[config.mk]
export PLATFORM = sky130hd
export DESIGN_NAME = iosrf_framer
export DESIGN_NICKNAME = d
export VERILOG_FILES = /design/src/iosrf_pkg.sv /design/src/iosrf_framer.sv /design/src/iosrf_fifo.sv
export SDC_FILE = /design/constraint.sdc
export NUM_CORES = 1
export LEC_CHECK = 0
export BUFFER_PORTS_ARGS = -buffer_cell sky130_fd_sc_hd__buf_2
export CAP_MARGIN = 20
export CORE_ASPECT_RATIO = 0.5
export CORE_MARGIN = 4
export CORE_UTILIZATION = 50
export CTS_CLUSTER_SIZE = 25
export DETAILED_ROUTE_END_ITERATION = 6
export GPL_TIMING_DRIVEN = 0
export PLACE_DENSITY = 0.69
export SLEW_MARGIN = 15
export SYNTH_ARGS = -nofsm -noshare
export SYNTH_HDL_FRONTEND = slang
export SYNTH_SLANG_ARGS = --single-unit
[constraint.sdc]
create_clock -name I_MCLK -period 19.3 [get_ports I_MCLK]
set_input_delay 1.93 -clock I_MCLK [delete_from_list [all_inputs] [get_ports I_MCLK]]
set_output_delay 1.93 -clock I_MCLK [all_outputs]
set_load 0.03 [all_outputs]
[src/iosrf_pkg.sv]
// package: constants and types of the io sample receive api framer
package iosrf_pkg;
	// frame bytes
	localparam logic [7:0]  DELIM       = 8'h7E;
	localparam logic [7:0]  TYPE_SMP    = 8'h8F;
	localparam logic [7:0]  TYPE_PKT    = 8'h90;
	localparam logic [7:0]  SMP_COUNT   = 8'h01;
	localparam logic [7:0]  RX_OPTS     = 8'h00;
	localparam logic [7:0]  RSV_HI      = 8'hFF;
	localparam logic [7:0]  RSV_LO      = 8'hFE;
	localparam logic [7:0]  CSUM_BASE   = 8'hFF;
	localparam int          OPT_BCAST   = 1;
	localparam logic [15:0] DMASK_USED  = 16'h1CFF;
	localparam logic [7:0]  AMASK_USED  = 8'h8F;
	localparam int          AMASK_VCC   = 7;
	// lengths
	localparam int          LEN_W       = 11;
	localparam logic [10:0] SMP_FIX_LEN = 11'h00F;
	localparam logic [10:0] PKT_FIX_LEN = 11'h00C;
	localparam logic [10:0] MAX_PAY     = 11'h570;
	localparam int          FIFO_DEPTH  = 32;
	localparam int          FIFO_W      = 8;
	// register map
	localparam logic [7:0]  REG_CTRL    = 8'h00;
	localparam logic [7:0]  REG_STAT    = 8'h04;
	localparam logic [7:0]  REG_SENT    = 8'h08;
	localparam logic [7:0]  REG_DROP    = 8'h0C;
	localparam int          CTRL_API    = 0;
	localparam int          CTRL_OPT    = 1;
	localparam logic        API_RST     = 1'b1;
	localparam logic [1:0]  RESP_OKAY   = 2'b00;
	localparam logic [1:0]  RESP_SLVERR = 2'b10;

	typedef enum logic [3:0] {ST_IDLE, ST_SOF, ST_LENH, ST_LENL, ST_FIX, ST_VAR, ST_PAY, ST_CSUM,
		ST_DROP} iosrf_st_t;

	typedef struct packed {
		logic [31:0]      ip;
		logic [7:0]       rssi;
		logic [15:0]      dmask;
		logic [15:0]      dsamp;
		logic [7:0]       amask;
		logic [3:0][15:0] aval;
		logic [15:0]      supply;
	} iosrf_smp_t;

	typedef struct packed {
		logic [31:0]      ip;
		logic             bcast;
		logic [LEN_W-1:0] len;
	} iosrf_pkt_t;

	typedef struct packed {
		logic [0:11][7:0] b;
		logic [3:0]       cnt;
	} iosrf_var_t;

	typedef struct packed {
		logic [7:0]  awaddr;
		logic        awvalid;
		logic [31:0] wdata;
		logic [3:0]  wstrb;
		logic        wvalid;
		logic        bready;
		logic [7:0]  araddr;
		logic        arvalid;
		logic        rready;
	} iosrf_axi_in_t;

	typedef struct packed {
		logic        awready;
		logic        wready;
		logic        bvalid;
		logic [1:0]  bresp;
		logic        arready;
		logic        rvalid;
		logic [31:0] rdata;
		logic [1:0]  rresp;
	} iosrf_axi_out_t;
endpackage

[src/iosrf_framer.sv]
// file holds the api frame builder for io samples and received rf data
//
// The address map and the AXI4-Lite slave port were chosen for this implementation.
`timescale 1ns/1ps
module iosrf_framer (
	input  wire logic               I_MCLK,
	input  wire logic               I_NRST,
	input  wire iosrf_pkg::iosrf_axi_in_t I_AXI,
	output iosrf_pkg::iosrf_axi_out_t     O_AXI,
	input  wire logic               I_SMP_VALID,
	input  wire iosrf_pkg::iosrf_smp_t    I_SMP,
	output logic                    O_SMP_READY,
	input  wire logic               I_PKT_VALID,
	input  wire iosrf_pkg::iosrf_pkt_t    I_PKT,
	output logic                    O_PKT_READY,
	input  wire logic               I_PAY_VALID,
	input  wire logic [7:0]         I_PAY_DATA,
	output logic                    O_PAY_READY,
	output logic [7:0]              O_TX_DATA,
	output logic                    O_TX_VALID,
	input  wire logic               I_TX_READY
);
	import iosrf_pkg::*;

	typedef struct packed {
		iosrf_st_t        st;
		logic             kind;
		logic             turn;
		logic             smp_rdy;
		logic             pkt_rdy;
		logic [LEN_W-1:0] len;
		logic [LEN_W-1:0] plen;
		logic [LEN_W-1:0] rem;
		logic [LEN_W-1:0] idx;
		logic [0:14][7:0] hdr;
		iosrf_var_t       vr;
		logic [7:0]       cks;
		logic [7:0]       tx_data;
		logic             tx_vld;
		logic             api_en;
		logic             out_opt;
		logic [15:0]      n_smp;
		logic [15:0]      n_pkt;
		logic [15:0]      n_drop;
		logic             aw_got;
		logic [7:0]       aw_addr;
		logic             w_got;
		logic [31:0]      w_data;
		logic [3:0]       w_strb;
		iosrf_axi_out_t   axo;
	} iosrf_state_t;

	iosrf_state_t     q;
	iosrf_state_t     n;
	logic [1:0]       rst_sync;
	logic             rst_n;
	logic             load;
	logic             pop;
	logic             fifo_vld;
	logic [7:0]       fifo_data;
	logic             pay_rdy;
	logic [LEN_W-1:0] fix_last;
	logic [LEN_W-1:0] pkt_plen;
	iosrf_var_t       smp_var;

	// ******************************************************
	// functions
	// ******************************************************

	// pack the variable part of a sample frame
	function automatic iosrf_var_t build_var(input iosrf_smp_t s);
		iosrf_var_t v;
		logic [7:0] am;
		v  = '0;
		am = s.amask & AMASK_USED;
		if ((s.dmask & DMASK_USED) != 16'h0000)
		begin
			v.b[0] = s.dsamp[15:8] & s.dmask[15:8] & DMASK_USED[15:8];
			v.b[1] = s.dsamp[7:0] & s.dmask[7:0];
			v.cnt  = 4'h2;
		end
		for (int i = 0; i < 4; i++)
		begin
			if (am[i])
			begin
				v.b[v.cnt]        = s.aval[i][15:8];
				v.b[v.cnt + 4'h1] = s.aval[i][7:0];
				v.cnt             = v.cnt + 4'h2;
			end
		end
		if (am[AMASK_VCC])
		begin
			v.b[v.cnt]        = s.supply[15:8];
			v.b[v.cnt + 4'h1] = s.supply[7:0];
			v.cnt             = v.cnt + 4'h2;
		end
		return v;
	endfunction

	// register read mux
	function automatic logic [31:0] read_reg(input logic [7:0] a, input iosrf_state_t s);
		logic [31:0] d;
		d = 32'h0000_0000;
		unique case ({a[7:2], 2'b00})
			REG_CTRL: d = {30'h0, s.out_opt, s.api_en};
			REG_STAT: d = {30'h0, s.kind, s.st != ST_IDLE};
			REG_SENT: d = {s.n_pkt, s.n_smp};
			REG_DROP: d = {16'h0000, s.n_drop};
			default:  d = 32'h0000_0000;
		endcase
		return d;
	endfunction

	// address decode shared by read and write
	function automatic logic reg_hit(input logic [7:0] a);
		return a[7:4] == 4'h0;
	endfunction

	// ******************************************************
	// reset and payload buffer
	// ******************************************************

	// release the reset through two flops
	always_ff @(posedge I_MCLK or negedge I_NRST)
	begin
		if (!I_NRST)
			rst_sync <= 2'b00;
		else
			rst_sync <= {rst_sync[0], 1'b1};
	end
	assign rst_n = rst_sync[1];

	iosrf_fifo #(
		.W (FIFO_W),
		.D (FIFO_DEPTH)
	) u_fifo (
		.i_clk       (I_MCLK),
		.i_rst_n     (rst_n),
		.i_in_valid  (I_PAY_VALID),
		.i_in_data   (I_PAY_DATA),
		.o_in_ready  (pay_rdy),
		.o_out_valid (fifo_vld),
		.o_out_data  (fifo_data),
		.i_out_ready (pop)
	);

	// ******************************************************
	// frame builder and register slave
	// ******************************************************

	// helpers for the sequencer
	assign load     = !q.tx_vld || I_TX_READY;
	assign fix_last = q.kind ? PKT_FIX_LEN - 11'h1 : SMP_FIX_LEN - 11'h1;
	assign pkt_plen = (I_PKT.len > MAX_PAY) ? MAX_PAY : I_PKT.len;
	assign smp_var  = build_var(I_SMP);

	// next state
	always_comb
	begin
		n   = q;
		pop = 1'b0;
		if (load)
			n.tx_vld = 1'b0;
		unique case (q.st)
			ST_IDLE:
			begin
				n.turn = !q.turn;
				if (q.smp_rdy && I_SMP_VALID)
				begin
					if (q.api_en)
					begin
						n.kind  = 1'b0;
						n.hdr   = {TYPE_SMP, 32'h0000_0000, I_SMP.ip, I_SMP.rssi, RX_OPTS, SMP_COUNT,
							I_SMP.dmask & DMASK_USED, I_SMP.amask & AMASK_USED};
						n.vr    = smp_var;
						n.len   = SMP_FIX_LEN + {7'h00, smp_var.cnt};
						n.plen  = '0;
						n.rem   = '0;
						n.st    = ST_SOF;
						n.n_smp = q.n_smp + 16'h0001;
					end
					else
						n.n_drop = q.n_drop + 16'h0001;
				end
				else if (q.pkt_rdy && I_PKT_VALID)
				begin
					if (q.api_en && !q.out_opt)
					begin
						n.kind  = 1'b1;
						n.hdr   = {TYPE_PKT, 32'h0000_0000, I_PKT.ip, RSV_HI, RSV_LO,
							6'h00, I_PKT.bcast, 1'b0, 24'h000000};
						n.vr    = '0;
						n.plen  = pkt_plen;
						n.rem   = I_PKT.len - pkt_plen;
						n.len   = PKT_FIX_LEN + pkt_plen;
						n.st    = ST_SOF;
						n.n_pkt = q.n_pkt + 16'h0001;
					end
					else
					begin
						n.rem    = I_PKT.len;
						n.st     = (I_PKT.len != '0) ? ST_DROP : ST_IDLE;
						n.n_drop = q.n_drop + 16'h0001;
					end
				end
			end
			ST_SOF:
			begin
				if (load)
				begin
					n.tx_data = DELIM;
					n.tx_vld  = 1'b1;
					n.st      = ST_LENH;
				end
			end
			ST_LENH:
			begin
				if (load)
				begin
					n.tx_data = {5'h00, q.len[10:8]};
					n.tx_vld  = 1'b1;
					n.st      = ST_LENL;
				end
			end
			ST_LENL:
			begin
				if (load)
				begin
					n.tx_data = q.len[7:0];
					n.tx_vld  = 1'b1;
					n.idx     = '0;
					n.cks     = 8'h00;
					n.st      = ST_FIX;
				end
			end
			ST_FIX:
			begin
				if (load)
				begin
					n.tx_data = q.hdr[q.idx[3:0]];
					n.tx_vld  = 1'b1;
					n.cks     = q.cks + q.hdr[q.idx[3:0]];
					n.idx     = q.idx + 11'h1;
					if (q.idx == fix_last)
					begin
						n.idx = '0;
						if (q.kind)
							n.st = (q.plen != '0) ? ST_PAY : ST_CSUM;
						else
							n.st = (q.vr.cnt != 4'h0) ? ST_VAR : ST_CSUM;
					end
				end
			end
			ST_VAR:
			begin
				if (load)
				begin
					n.tx_data = q.vr.b[q.idx[3:0]];
					n.tx_vld  = 1'b1;
					n.cks     = q.cks + q.vr.b[q.idx[3:0]];
					n.idx     = q.idx + 11'h1;
					if (q.idx[3:0] == q.vr.cnt - 4'h1)
						n.st = ST_CSUM;
				end
			end
			ST_PAY:
			begin
				if (load && fifo_vld)
				begin
					pop       = 1'b1;
					n.tx_data = fifo_data;
					n.tx_vld  = 1'b1;
					n.cks     = q.cks + fifo_data;
					n.idx     = q.idx + 11'h1;
					if (q.idx == q.plen - 11'h1)
						n.st = ST_CSUM;
				end
			end
			ST_CSUM:
			begin
				if (load)
				begin
					n.tx_data = CSUM_BASE - q.cks;
					n.tx_vld  = 1'b1;
					n.st      = (q.rem != '0) ? ST_DROP : ST_IDLE;
				end
			end
			ST_DROP:
			begin
				if (fifo_vld)
				begin
					pop   = 1'b1; // discard bytes past the limit or not forwarded
					n.rem = q.rem - 11'h1;
					if (q.rem == 11'h1)
						n.st = ST_IDLE;
				end
			end
		endcase
		n.smp_rdy = (n.st == ST_IDLE) && !n.turn;
		n.pkt_rdy = (n.st == ST_IDLE) && n.turn;

		// write channel: address and data taken in either order
		if (q.axo.bvalid && I_AXI.bready)
			n.axo.bvalid = 1'b0;
		if (I_AXI.awvalid && q.axo.awready)
		begin
			n.aw_got  = 1'b1;
			n.aw_addr = I_AXI.awaddr;
		end
		if (I_AXI.wvalid && q.axo.wready)
		begin
			n.w_got  = 1'b1;
			n.w_data = I_AXI.wdata;
			n.w_strb = I_AXI.wstrb;
		end
		if (n.aw_got && n.w_got && !n.axo.bvalid)
		begin
			n.aw_got     = 1'b0;
			n.w_got      = 1'b0;
			n.axo.bvalid = 1'b1;
			n.axo.bresp  = reg_hit(n.aw_addr) ? RESP_OKAY : RESP_SLVERR;
			if ({n.aw_addr[7:2], 2'b00} == REG_CTRL && n.w_strb[0])
			begin
				n.api_en  = n.w_data[CTRL_API];
				n.out_opt = n.w_data[CTRL_OPT];
			end
		end
		n.axo.awready = !n.aw_got && !n.axo.bvalid;
		n.axo.wready  = !n.w_got && !n.axo.bvalid;

		// read channel: one outstanding read
		if (q.axo.rvalid && I_AXI.rready)
			n.axo.rvalid = 1'b0;
		if (I_AXI.arvalid && q.axo.arready)
		begin
			n.axo.rvalid = 1'b1;
			n.axo.rdata  = read_reg(I_AXI.araddr, q);
			n.axo.rresp  = reg_hit(I_AXI.araddr) ? RESP_OKAY : RESP_SLVERR;
		end
		n.axo.arready = !n.axo.rvalid;
	end

	// state register
	always_ff @(posedge I_MCLK or negedge rst_n)
	begin
		if (!rst_n)
		begin
			q        <= '0;
			q.api_en <= API_RST;
		end
		else
			q <= n;
	end

	// outputs straight from flops
	assign O_AXI       = q.axo;
	assign O_SMP_READY = q.smp_rdy;
	assign O_PKT_READY = q.pkt_rdy;
	assign O_PAY_READY = pay_rdy;
	assign O_TX_DATA   = q.tx_data;
	assign O_TX_VALID  = q.tx_vld;
endmodule

[src/iosrf_fifo.sv]
// file holds the payload byte fifo of the framer
`timescale 1ns/1ps
module iosrf_fifo #(
	parameter int W = 8,
	parameter int D = 32
) (
	input  wire logic         i_clk,
	input  wire logic         i_rst_n,
	input  wire logic         i_in_valid,
	input  wire logic [W-1:0] i_in_data,
	output logic              o_in_ready,
	output logic              o_out_valid,
	output logic [W-1:0]      o_out_data,
	input  wire logic         i_out_ready
);
	localparam int AW = $clog2(D);

	typedef struct packed {
		logic [AW-1:0] wp;
		logic [AW-1:0] rp;
		logic [AW:0]   cnt;
		logic          in_rdy;
	} iosrf_fifo_st_t;

	iosrf_fifo_st_t q;
	iosrf_fifo_st_t n;
	logic [W-1:0]   mem [0:D-1];
	logic           push;
	logic           pop;

	// handshakes on both sides
	assign push        = i_in_valid && q.in_rdy;
	assign pop         = o_out_valid && i_out_ready;
	assign o_in_ready  = q.in_rdy;
	assign o_out_valid = q.cnt != '0;
	assign o_out_data  = mem[q.rp];

	// pointer and level update
	always_comb
	begin
		n = q;
		if (push)
			n.wp = (q.wp == AW'(D - 1)) ? '0 : q.wp + 1'b1;
		if (pop)
			n.rp = (q.rp == AW'(D - 1)) ? '0 : q.rp + 1'b1;
		n.cnt    = q.cnt + {{AW{1'b0}}, push} - {{AW{1'b0}}, pop};
		n.in_rdy = n.cnt != (AW + 1)'(D);
	end

	// state register
	always_ff @(posedge i_clk or negedge i_rst_n)
	begin
		if (!i_rst_n)
			q <= '0;
		else
			q <= n;
	end

	// storage
	always_ff @(posedge i_clk)
	begin
		if (push)
			mem[q.wp] <= i_in_data;
	end
endmodule

# After elaboration in Yosys (flattened, before gate mapping)
# Memory sizes are Yosys's and may differ from the RTL's.
# Index checks and enable logic that the tools add are counted.
# totals
regBits	445
mem_bits_rw	256
in_bits	275
word_cells	344
mem_count	1
# mem_list
memory	words	word_bits	read_ports	rd_clocked_by_memory_dff	wr	line_no	text
u_fifo.mem	32	8	1	0	1	iosrf_fifo.sv:27	logic [W-1:0] mem [0:D-1];
# op_classes
n_addsub	28
n_lt_le_gt_ge	22
eq_ne	31
mux	118
bitwise_logic	14
reduce_logical	64
# op_table
op	count
$bwmux W96	10
$mux W220	4
$mux W100	5
$demux W8 S4	10
$pmux W32 S4	1
$mux W8	14
$mux W33	3
$mux W11	8
$mux W17	4
$bmux W8 S4	2
$mux W16	4
$pmux W9 S7	1
$mux W4	15
$ge A5 B5 Y1 const B	11
$not A4 Y5	11
$lt A5 B1 Y1 const B	10
$add A16 B1 Y16 const B	3
$pmux W11 S4	1
$mux W37	1
$mux W9	4
$pmux W4 S9	1
$mux W35	1
$reduce_bool A11 Y1	3
$pmux W8 S4	1
54 further kinds	149

# Logic depth before layout (Yosys ltp)
# Gate-level depths: netlist (run 1).
# logic_depth
ltp_word	46
mapped_depth	22
ltp_nobuf	19

# By module
# From an unflattened synthesis (run 1), not the netlist that was laid out.
# unflattened
cells_unflattened	2961
area_unflattened_um2	31727.9
# by_module_without_submodules
mod	instances	cells_each	area_each_um2	seq_area_each_um2
iosrf_framer	1	2360	20742.4	8259.2
iosrf_fifo	1	601	10985.5	8112.8

# Worst setup path before layout (run 1)
# Ideal clock, no wire load.
# synth_path
path_type	input-to-reg
startpoint	input port I_SMP[116] (netlist bit)
endpoint	register q[409] (netlist bit)
arrival_time_ns	6.102
slack_ns	13.133
cell_stages	20
path_cell_list	or4_1 or3_1 clkbuf_1 inv_2 buf_4 ha_1 nor2b_1 or2_2 ha_1 nand2b_1 o31a_1 buf_2 ha_1 and2_1 a21o_1 ha_1 mux2i_1 ha_1 a221oi_1 a21o_1
# synth_between
elab_chain_len	15
# synth_lines
item	line_no	text
start: declaration	iosrf_framer.sv:11	input wire iosrf_pkg::iosrf_smp_t I_SMP,
$reduce_bool A16 Y1 *	iosrf_framer.sv:76	if ((s.dmask & DMASK_USED) != 16'h0000)
$mux W2 *	iosrf_framer.sv:76	
$add A4 B2 Y4	iosrf_framer.sv:88	v.cnt = v.cnt + 4'h2;
$mux W100 *	iosrf_framer.sv:84	if (am[i])
$add A4 B2 Y4	iosrf_framer.sv:88	
$mux W100 *	iosrf_framer.sv:84	
$add A4 B2 Y4	iosrf_framer.sv:88	
$mux W100 *	iosrf_framer.sv:84	
$add A4 B2 Y4	iosrf_framer.sv:88	
$mux W100 *	iosrf_framer.sv:84	
$add A4 B2 Y4	iosrf_framer.sv:95	v.cnt = v.cnt + 4'h2;
$mux W100 *	iosrf_framer.sv:91	if (am[AMASK_VCC])
$add A4 B4 Y5 *	iosrf_framer.sv:176	n.len = SMP_FIX_LEN + {7'h00, smp_var.cnt};
$mux W33 *	iosrf_framer.sv:170	if (q.api_en)
$mux W33 *	iosrf_framer.sv:168	if (q.smp_rdy && I_SMP_VALID)
end signal: assignment	iosrf_framer.sv:352	q <= n;
end: declaration	iosrf_framer.sv:53	iosrf_state_t q;
# Every way passes the cells marked *; elsewhere a longest branch is shown, timed or not. The select of a mux whose other input is x is not followed.
# A chain may end at the register's enable or synchronous reset.

# Final worst setup path (run 1)
# layout_path
startpoint	input port I_SMP[109] (netlist bit)
endpoint	register q[219] (netlist bit)
# layout_between
elab_chain_len	24
elab_cells_between_ends	88
classes_between	add/sub (9); order compare (20); mux (38); bitwise (10); reduce/logical (11)
# layout_lines
item	line_no	text
$reduce_bool A16 Y1 *	iosrf_framer.sv:76	
$mux W2 *	iosrf_framer.sv:76	
$add A4 B1 Y4 / $not A4 Y5 (equally long branches)	iosrf_framer.sv:87, iosrf_framer.sv:86	
$not A4 Y5 (not written as such) (tied with other cells)	iosrf_framer.sv:87	v.b[v.cnt + 4'h1] = s.aval[i][7:0];
$ge A5 B5 Y1 (not written as such) (tied with other cells)	iosrf_framer.sv:87	
$logic_and A1 B1 Y1 (not written as such) / $mux W8 (equally long branches)	iosrf_framer.sv:87, iosrf_framer.sv:86	
$mux W8 (not written as such) / $demux W8 S4 (equally long branches)	iosrf_framer.sv:87, iosrf_framer.sv:86	
$demux W8 S4 / $bwmux W96 (equally long branches)	iosrf_framer.sv:87, iosrf_framer.sv:86	
(+5 left out)	--	
branches (longest 2 deep; another with $add A4 B2 Y4)	--	
$mux W100 *	iosrf_framer.sv:84	
branches (longest 2 deep; another with $add A4 B2 Y4)	--	
$mux W100 *	iosrf_framer.sv:84	
branches (longest 2 deep; another with $ge A5 B5 Y1)	--	
$mux W100 *	iosrf_framer.sv:91	
$mux W220 *	iosrf_framer.sv:170	
$mux W220 *	iosrf_framer.sv:168	
# Every way passes the cells marked *. The select of a mux whose other input is x is not followed.

==> impl_metrics.ini, run 1 <==
[sta]
fin_crit_sh_pct = 35.46
tns_ps = 0
worst_slew_pin_slew_ps = 1014
maxSlewHeadroom_pct = 32.37
slew_viol_final = 0
setup_violations = 0
finalHoldViolations = 0
finalCriticalPeriod_ps = 6844
grt_setup_unrepaired = no
setup_slack_ps = 12460
timing.fmax_mhz = 146.1
hold-worst-slack_ps = 290.9
skew_ps = 36.99

[layout]
final_cell_count_no_fill = 4093
register_area_mm2 = 0.01638
area_delta_synth_final_pct = 14.19
final_layout_size_suffix_gt1_share_pct = 18.59
final_nets = 3556
final_area_mm2 = 0.03581
filler_cell_count = 5267
multi_input_area_mm2 = 0.01366
final_util_pct = 58.16

[logic_synthesis]
ys_warn_count = 0
synthMuxAreaShare_pct = 9.599
synthSimpleGateAreaFrac_pct = 12.83
synthAdderAreaFrac_pct = 2.434
synth_most_common_cell = nand2_1
synth-seq-cells = 603
synth_common_cells = nand2_1, dfrtp_1, edfxtp_1
synth_top_area_cell = dfrtp_1
synth_top_area_share_pct = 27.61
synth_compound_area_share_pct = 15.58
seq_area_frac_synth_pct = 52.20
yosys-top-cells-area = dfrtp_1, edfxtp_1, mux4_2
synth_top_family_by_area = compound AO/OA/AOI/OAI gates
synth_edf_count = 256
netlist_area_mm2 = 0.03136
netlist_instances = 2890
synth_xor_area_share_pct = 2.988
syn_avg_cell_area_um2 = 10.85
ys.flop_type = dfrtp_1
synth_cell_type_count = 85
async_flop_share_pct = 57.55

[clock_network]
cts_buffers = 54
cts_max_path_buffers = 3
cts_hold_buf = 0
cts_tree = built
clkTransAtPathRegs_ps = 70
clock_sinks = 603
insertion_delay_ps = 630
htreeDepth = 2
post_cts_buffers = 0
cts-root-buf = clkbuf_16
cts_resized = 0

[floorplanning]
die_x_um = 362.2
start_util_pct = 50.93
ios = 328
coreArea_mm2 = 0.06158
row_count = 64
dieArea_mm2 = 0.06704
die_y_um = 185.1

[pwr]
power.density_mw_per_mm2 = 110.9
power.leakage_nw = 14.37
ir_worst_vdd_mv = 0.09544
p_total_mw = 3.970

[setup_path]
critPathRequiredTime_ps = 19850
path_max_fanout = 10
crit_type = in -> reg
worstSetupEndpointType = register
cp-start-kind = primary input
cp.arrival_ps = 7400

[grt]
antenna_found_initial = 4
grt_pass1_vias = 24104
grt_pass1_wl_mm = 156.0
grt_overflow = 0
grt_max_degree = 60
grt.total_usage_pct = 31.11

[place]
io_buffers = 265
place_congestion = 0.9933
hpwlAfterDp_mm = 81.12
pre_cts_ws_ps = 12020
placed_cell_area_mm2 = 0.03395
numPlacedInstances = 3991

[routing]
viasPerCell = 6.250
wl_mm = 106.0
drtPass1Iterations = 6
final_antenna_net_count = 0
num_vias = 25582
drtIter0Drc = 3555
wl_per_cell_um = 25.89
drc_errors = 0

[run]
maxCapViolCount = 0

[run_status]
status = completed

[hold_path]
min_path_type = reg -> async
-- where the power goes --
| group | switching [mW] | total (mW) | internal [mW] |
|---|---|---|---|
| clock network | 0.498 | 1.15 | 0.650 |
| registers | 0.106 | 1.59 | 1.49 |
| logic | 0.739 | 1.23 | 0.491 |
-- sequential cells by signal (all words and copies together) (netlist names) --
register           count
u_fifo.o_in_ready      1
O_SMP_READY            1
rst_sync               2
u_fifo.mem           256
O_PKT_READY            1
O_AXI                 39
u_fifo.q              16
O_TX_VALID             1
O_TX_DATA              8
q                    278
-- metal layers --
layer | wire, um | vias up | GRT usage (%)
li1 | - | 11334 | -
met1 | 43760 | 12621 | 43.90
met2 | 47330 | 1395 | 47.97
met3 | 10760 | 228 | 7.219
met4 | 4079 | 4 | 10.67
met5 | 23 | - | 0
-- kinds of logic (layout without fill, tap and decap cells) --
group / after synthesis / after routing
buf+inv: 299 / 673
fa+ha+maj: 58 / 58
xor+xnor: 103 / 103
other cells: 2 / 6
compound gates: 760 / 760
mux: 166 / 166
flops: 603 / 603
simple gates: 899 / 899
-- area by class of cell --
| class | count | area share (%) |
|---|---|---|
| Clock buffer | 76 | 4.175 |
| Tap cell | 825 | 2.882 |
| Buffer | 251 | 3.298 |
| Sequential cell | 603 | 45.72 |
| Inverter | 48 | 0.5031 |
| Clock inverter | 23 | 0.9922 |
| Antenna cell | 2 | 0.01397 |
| Timing Repair Buffer | 275 | 4.276 |
| Multi-Input combinational cell | 1990 | 38.14 |
-- critical path: stages --
cell      delay (ps)
buf_2            160
or4_1            520
or3_1            360
clkbuf_1         200
inv_2            200
buf_4            220
ha_1             250
nor2b_1           70
or2_2            290
ha_1             270
nand2b_1          90
o31a_1           170
buf_2            230
ha_1             230
xnor3_1          440
a32oi_1          230
nor2_1           170
clkbuf_1         310
a311oi_1         780
a21oi_1           90
o21ai_1          150
-- cells in the final DEF (no fill, tap or decap), types with 17 or more instances in the layout --
cell type	count
a21oi_1	125
nand2_1	390
inv_1	45
ha_1	53
a22oi_1	77
edfxtp_1	256
and3_1	21
mux2i_1	33
mux4_2	105
nor2_1	248
nand4_1	19
a22o_1	35
dfrtp_1	345
o211ai_1	33
buf_4	51
a31oi_1	49
a211oi_1	51
nor3_1	26
nor2b_1	22
nand2b_1	22
mux2_2	28
buf_2	304
clkbuf_16	55
o22ai_1	17
clkbuf_1	159
xnor2_1	69
a311oi_1	25
nand3_1	63
xor2_1	31
buf_1	20
o21ai_1	120
o21ai_0	128
or3_1	19
-- worst paths after layout --
check / cells past startpoint / endpoint / slack [ps] / start
worst min-delay path: 0 / q[199] / 290 / rst_sync[1]
max in group asynchronous: 3 / q[81] / 17800 / rst_sync[1]
worst max-delay path: 21 / q[219] / 12460 / I_SMP[109]
worst min register to register: 0 / q[199] / 290 / rst_sync[1]
min in group I_MCLK: 0 / rst_sync[1] / 350 / rst_sync[0]
worst max register to register: 14 / q[153] / 14190 / u_fifo.q[8]
(Power assumes the default switching activity.)
==> run 2: changes to the inputs <==
--- a/config.mk
+++ b/config.mk
@@ -5,6 +5,7 @@
 export SDC_FILE = /design/constraint.sdc
 export NUM_CORES = 1
 export LEC_CHECK = 0
+export ABC_AREA = 1
 export BUFFER_PORTS_ARGS = -buffer_cell sky130_fd_sc_hd__buf_2
 export CAP_MARGIN = 20
 export CORE_ASPECT_RATIO = 0.5
==> constraint.sdc (replaced) <==
create_clock -name I_MCLK -period 6.75 [get_ports I_MCLK]
set_input_delay 0.675 -clock I_MCLK [delete_from_list [all_inputs] [get_ports I_MCLK]]
set_output_delay 0.675 -clock I_MCLK [all_outputs]
set_load 0.03 [all_outputs]
==> run 2 against run 1 <==
Net effect:
- synthesized area grew 5.1%
- critical path depth fell by 1
- routed wire length increased by 8.7%
- sequential share of layout area fell by 2.1 points
- worst hold slack worse by 13 ps
- sequential power rose to 2.6 times the previous value
- largest cell class unchanged
- largest power group unchanged
==> impl_metrics.ini, run 2 <==
[hold_path]
min_path_type = reg -> async

[logic_synthesis]
syn_avg_cell_area_um2 = 8.123
synth_top_area_cell = dfrtp_1
async_flop_share_pct = 57.55
ys_warn_count = 0
ys.flop_type = dfrtp_1
synth-seq-cells = 603
synth_common_cells = nand2_1, o21ai_0, nor2_1
netlist_area_mm2 = 0.03297
yosys-top-cells-area = dfrtp_1, edfxtp_1, nand2_1
netlist_instances = 4059
seq_area_frac_synth_pct = 49.66
synth_edf_count = 256
synth_most_common_cell = nand2_1
synth_cell_type_count = 57
synth_top_area_share_pct = 26.26

[layout]
filler_cell_count = 6008
final_common_cell = nand2_1
largest_reg_flops = 278
final_cell_count_no_fill = 5329
final_layout_size_suffix_gt1_share_pct = 12.26
area_delta_synth_final_pct = 13.90
final_util_pct = 57.64
final_cell_mix = nand2_1, o21ai_0, nor2_1
final_nets = 4733
regMostFlops = q

[run]
maxCapViolCount = 0

[routing]
drtPass1Iterations = 6
num_vias = 30366
wl_mm = 115.2
viasPerCell = 5.698
wl_per_cell_um = 21.62
drtIter0Drc = 3410
final_antenna_net_count = 0
drc_errors = 0

[floorplanning]
die_y_um = 189.6
row_count = 66
ios = 328
start_util_pct = 50.60
dieArea_mm2 = 0.07036
coreArea_mm2 = 0.06516
die_x_um = 371.2

[place]
place_congestion = 0.9553
pre_cts_ws_ps = 1195
io_buffers = 275
numPlacedInstances = 5227
hpwlAfterDp_mm = 87.39

[sta]
hold-worst-slack_ps = 278.2
setup_violations = 0
skew_ps = 46.28
timing.fmax_mhz = 196.4
finalCriticalPeriod_ps = 5091
maxSlewHeadroom_pct = 41.95
fin_crit_sh_pct = 75.43
finalHoldViolations = 0
setup_slack_ps = 1659
slew_viol_final = 0
grt_setup_unrepaired = no
worst_slew_pin_slew_ps = 861.6

[grt]
grt.total_usage_pct = 32.06
grt_max_degree = 59
grt_overflow = 0
grt_pass1_wl_mm = 172.0
grt_pass1_vias = 28882
antenna_found_initial = 2

[setup_path]
cp-start-kind = primary input
crit_path_max_incr_delay_ps = 780
worstSetupEndpointType = register
cp.arrival_ps = 5610
reg2reg_depth = 22
rr_startpoint = u_fifo.q[7]
crit_path_end = q[410]
critPathSlowestCell = fa_1
path_cells = buf_2, inv_1, nand4_1, nor4_1, nand2_1, clkbuf_1, fa_1, ha_1, nand2_1, nand2_2, ha_1, inv_1, o21ai_2, ha_1, o21ai_0, ha_1, nand3b_1, nand3_1, nand3_1, nand2_1
crit_top_cell = ha_1
crit_start = I_SMP[109]
path_max_fanout = 11
rrSetupSlack_ps = 2700
critPathRequiredTime_ps = 7270
crit_type = in -> reg
r2r-end = q[152]

[clock_network]
cts-root-buf = clkbuf_16
cts_resized = 0
insertion_delay_ps = 640
cts_tree = built
htreeDepth = 2
post_cts_buffers = 0
cts_buffers = 54
clock_sinks = 603
clkTransAtPathRegs_ps = 70
cts_hold_buf = 1
cts_max_path_buffers = 3

[run_status]
status = completed

[pwr]
p_total_mw = 8.690
intPower_mw = 6.249
power_switching_mw = 2.441
p_sw_share_pct = 28.09
power.density_mw_per_mm2 = 231.4
power.share.clock_pct = 38.9
ir_worst_vdd_mv = 0.2445
power.leakage_nw = 17.50
pwr-share-seq_pct = 47.0
comb_power_share_pct = 14.1
## run 2: cell count changes in the layout (fill, tap and decap cells not counted), moves of 43 or more
cell / change
nand4_1: +43
inv_1: +301
a211oi_1: -50
a21oi_1: +70
nand3_1: +224
nor2_1: +119
nand2_1: +634
a22oi_1: -51
o21ai_0: +304
xnor2_1: -53
o21ai_1: -107
mux4_2: -105
## run 2: per-layer routing
metal / track usage, % / up-vias / wire [um]
met3: 6.237 / 246 / 10370
met2: 50.44 / 1356 / 51160
li1: - / 14267 / -
met4: 11.46 / 2 / 4622
met5: 0 / - / 14
met1: 44.56 / 14495 / 49050
## run 2: worst max-delay path, delay by kind of cell
kind,cells,cell delay (ps)
compound gates,2,900
buf+inv,4,630
simple gates,9,1470
fa+ha+maj,5,1930
## run 2: cell families after synthesis
kind of cell / Yosys count / synth area share [%]
simple gates: 1835 / 23.33
fa+ha+maj: 58 / 2.315
xor+xnor: 71 / 1.973
mux: 2 / 0.06072
flops: 603 / 49.66
other cells: 2 / 0.02278
compound gates: 865 / 14.59
buf+inv: 623 / 8.053
## run 2: per-stage QoR
stage / cell area, um^2 / TNS [ps]
6_report: 37550 / 0
5_1_grt: 37550 / 0
4_1_cts: 37550 / 0
3_5_place_dp: 35630 / 0
3_3_place_gp: 35460 / -410660
2_1_floorplan: 32980 / 0
## run 2: how the worst min path moves through the flow
stage,start,end,cells after the start
after floorplan,rst_sync[0],rst_sync[1],0
after global placement,rst_sync[0],rst_sync[1],0
after detailed placement,rst_sync[1],O_TX_VALID,0
after CTS,I_SMP[125],q[299],2
after global routing,I_SMP[125],q[299],2
final,rst_sync[1],q[152],0
## run 2: power by group through the flow
stage / Combinational (mW) / Sequential, mW / Clock (mW)
global placement: 1.12 / 4.19 / 0
detailed placement: 1.20 / 4.16 / 0
finish: 1.23 / 4.08 / 3.38
global route: 1.36 / 4.10 / 3.56
floorplan: 0.727 / 4.16 / 0
CTS: 1.21 / 4.08 / 3.40
## run 2: cell type report
type	instances	area (um^2)	area share (%)
diodes	1	2.502	0.006664
plain buffers	255	1271	3.385
clock buffers	61	1419	3.778
clock inverters	39	486.7	1.296
inverters	368	1384	3.685
multi-input cells	2835	13950	37.15
flip-flops and latches	603	16380	43.61
well taps	884	1106	2.945
repair buffers	283	1556	4.145
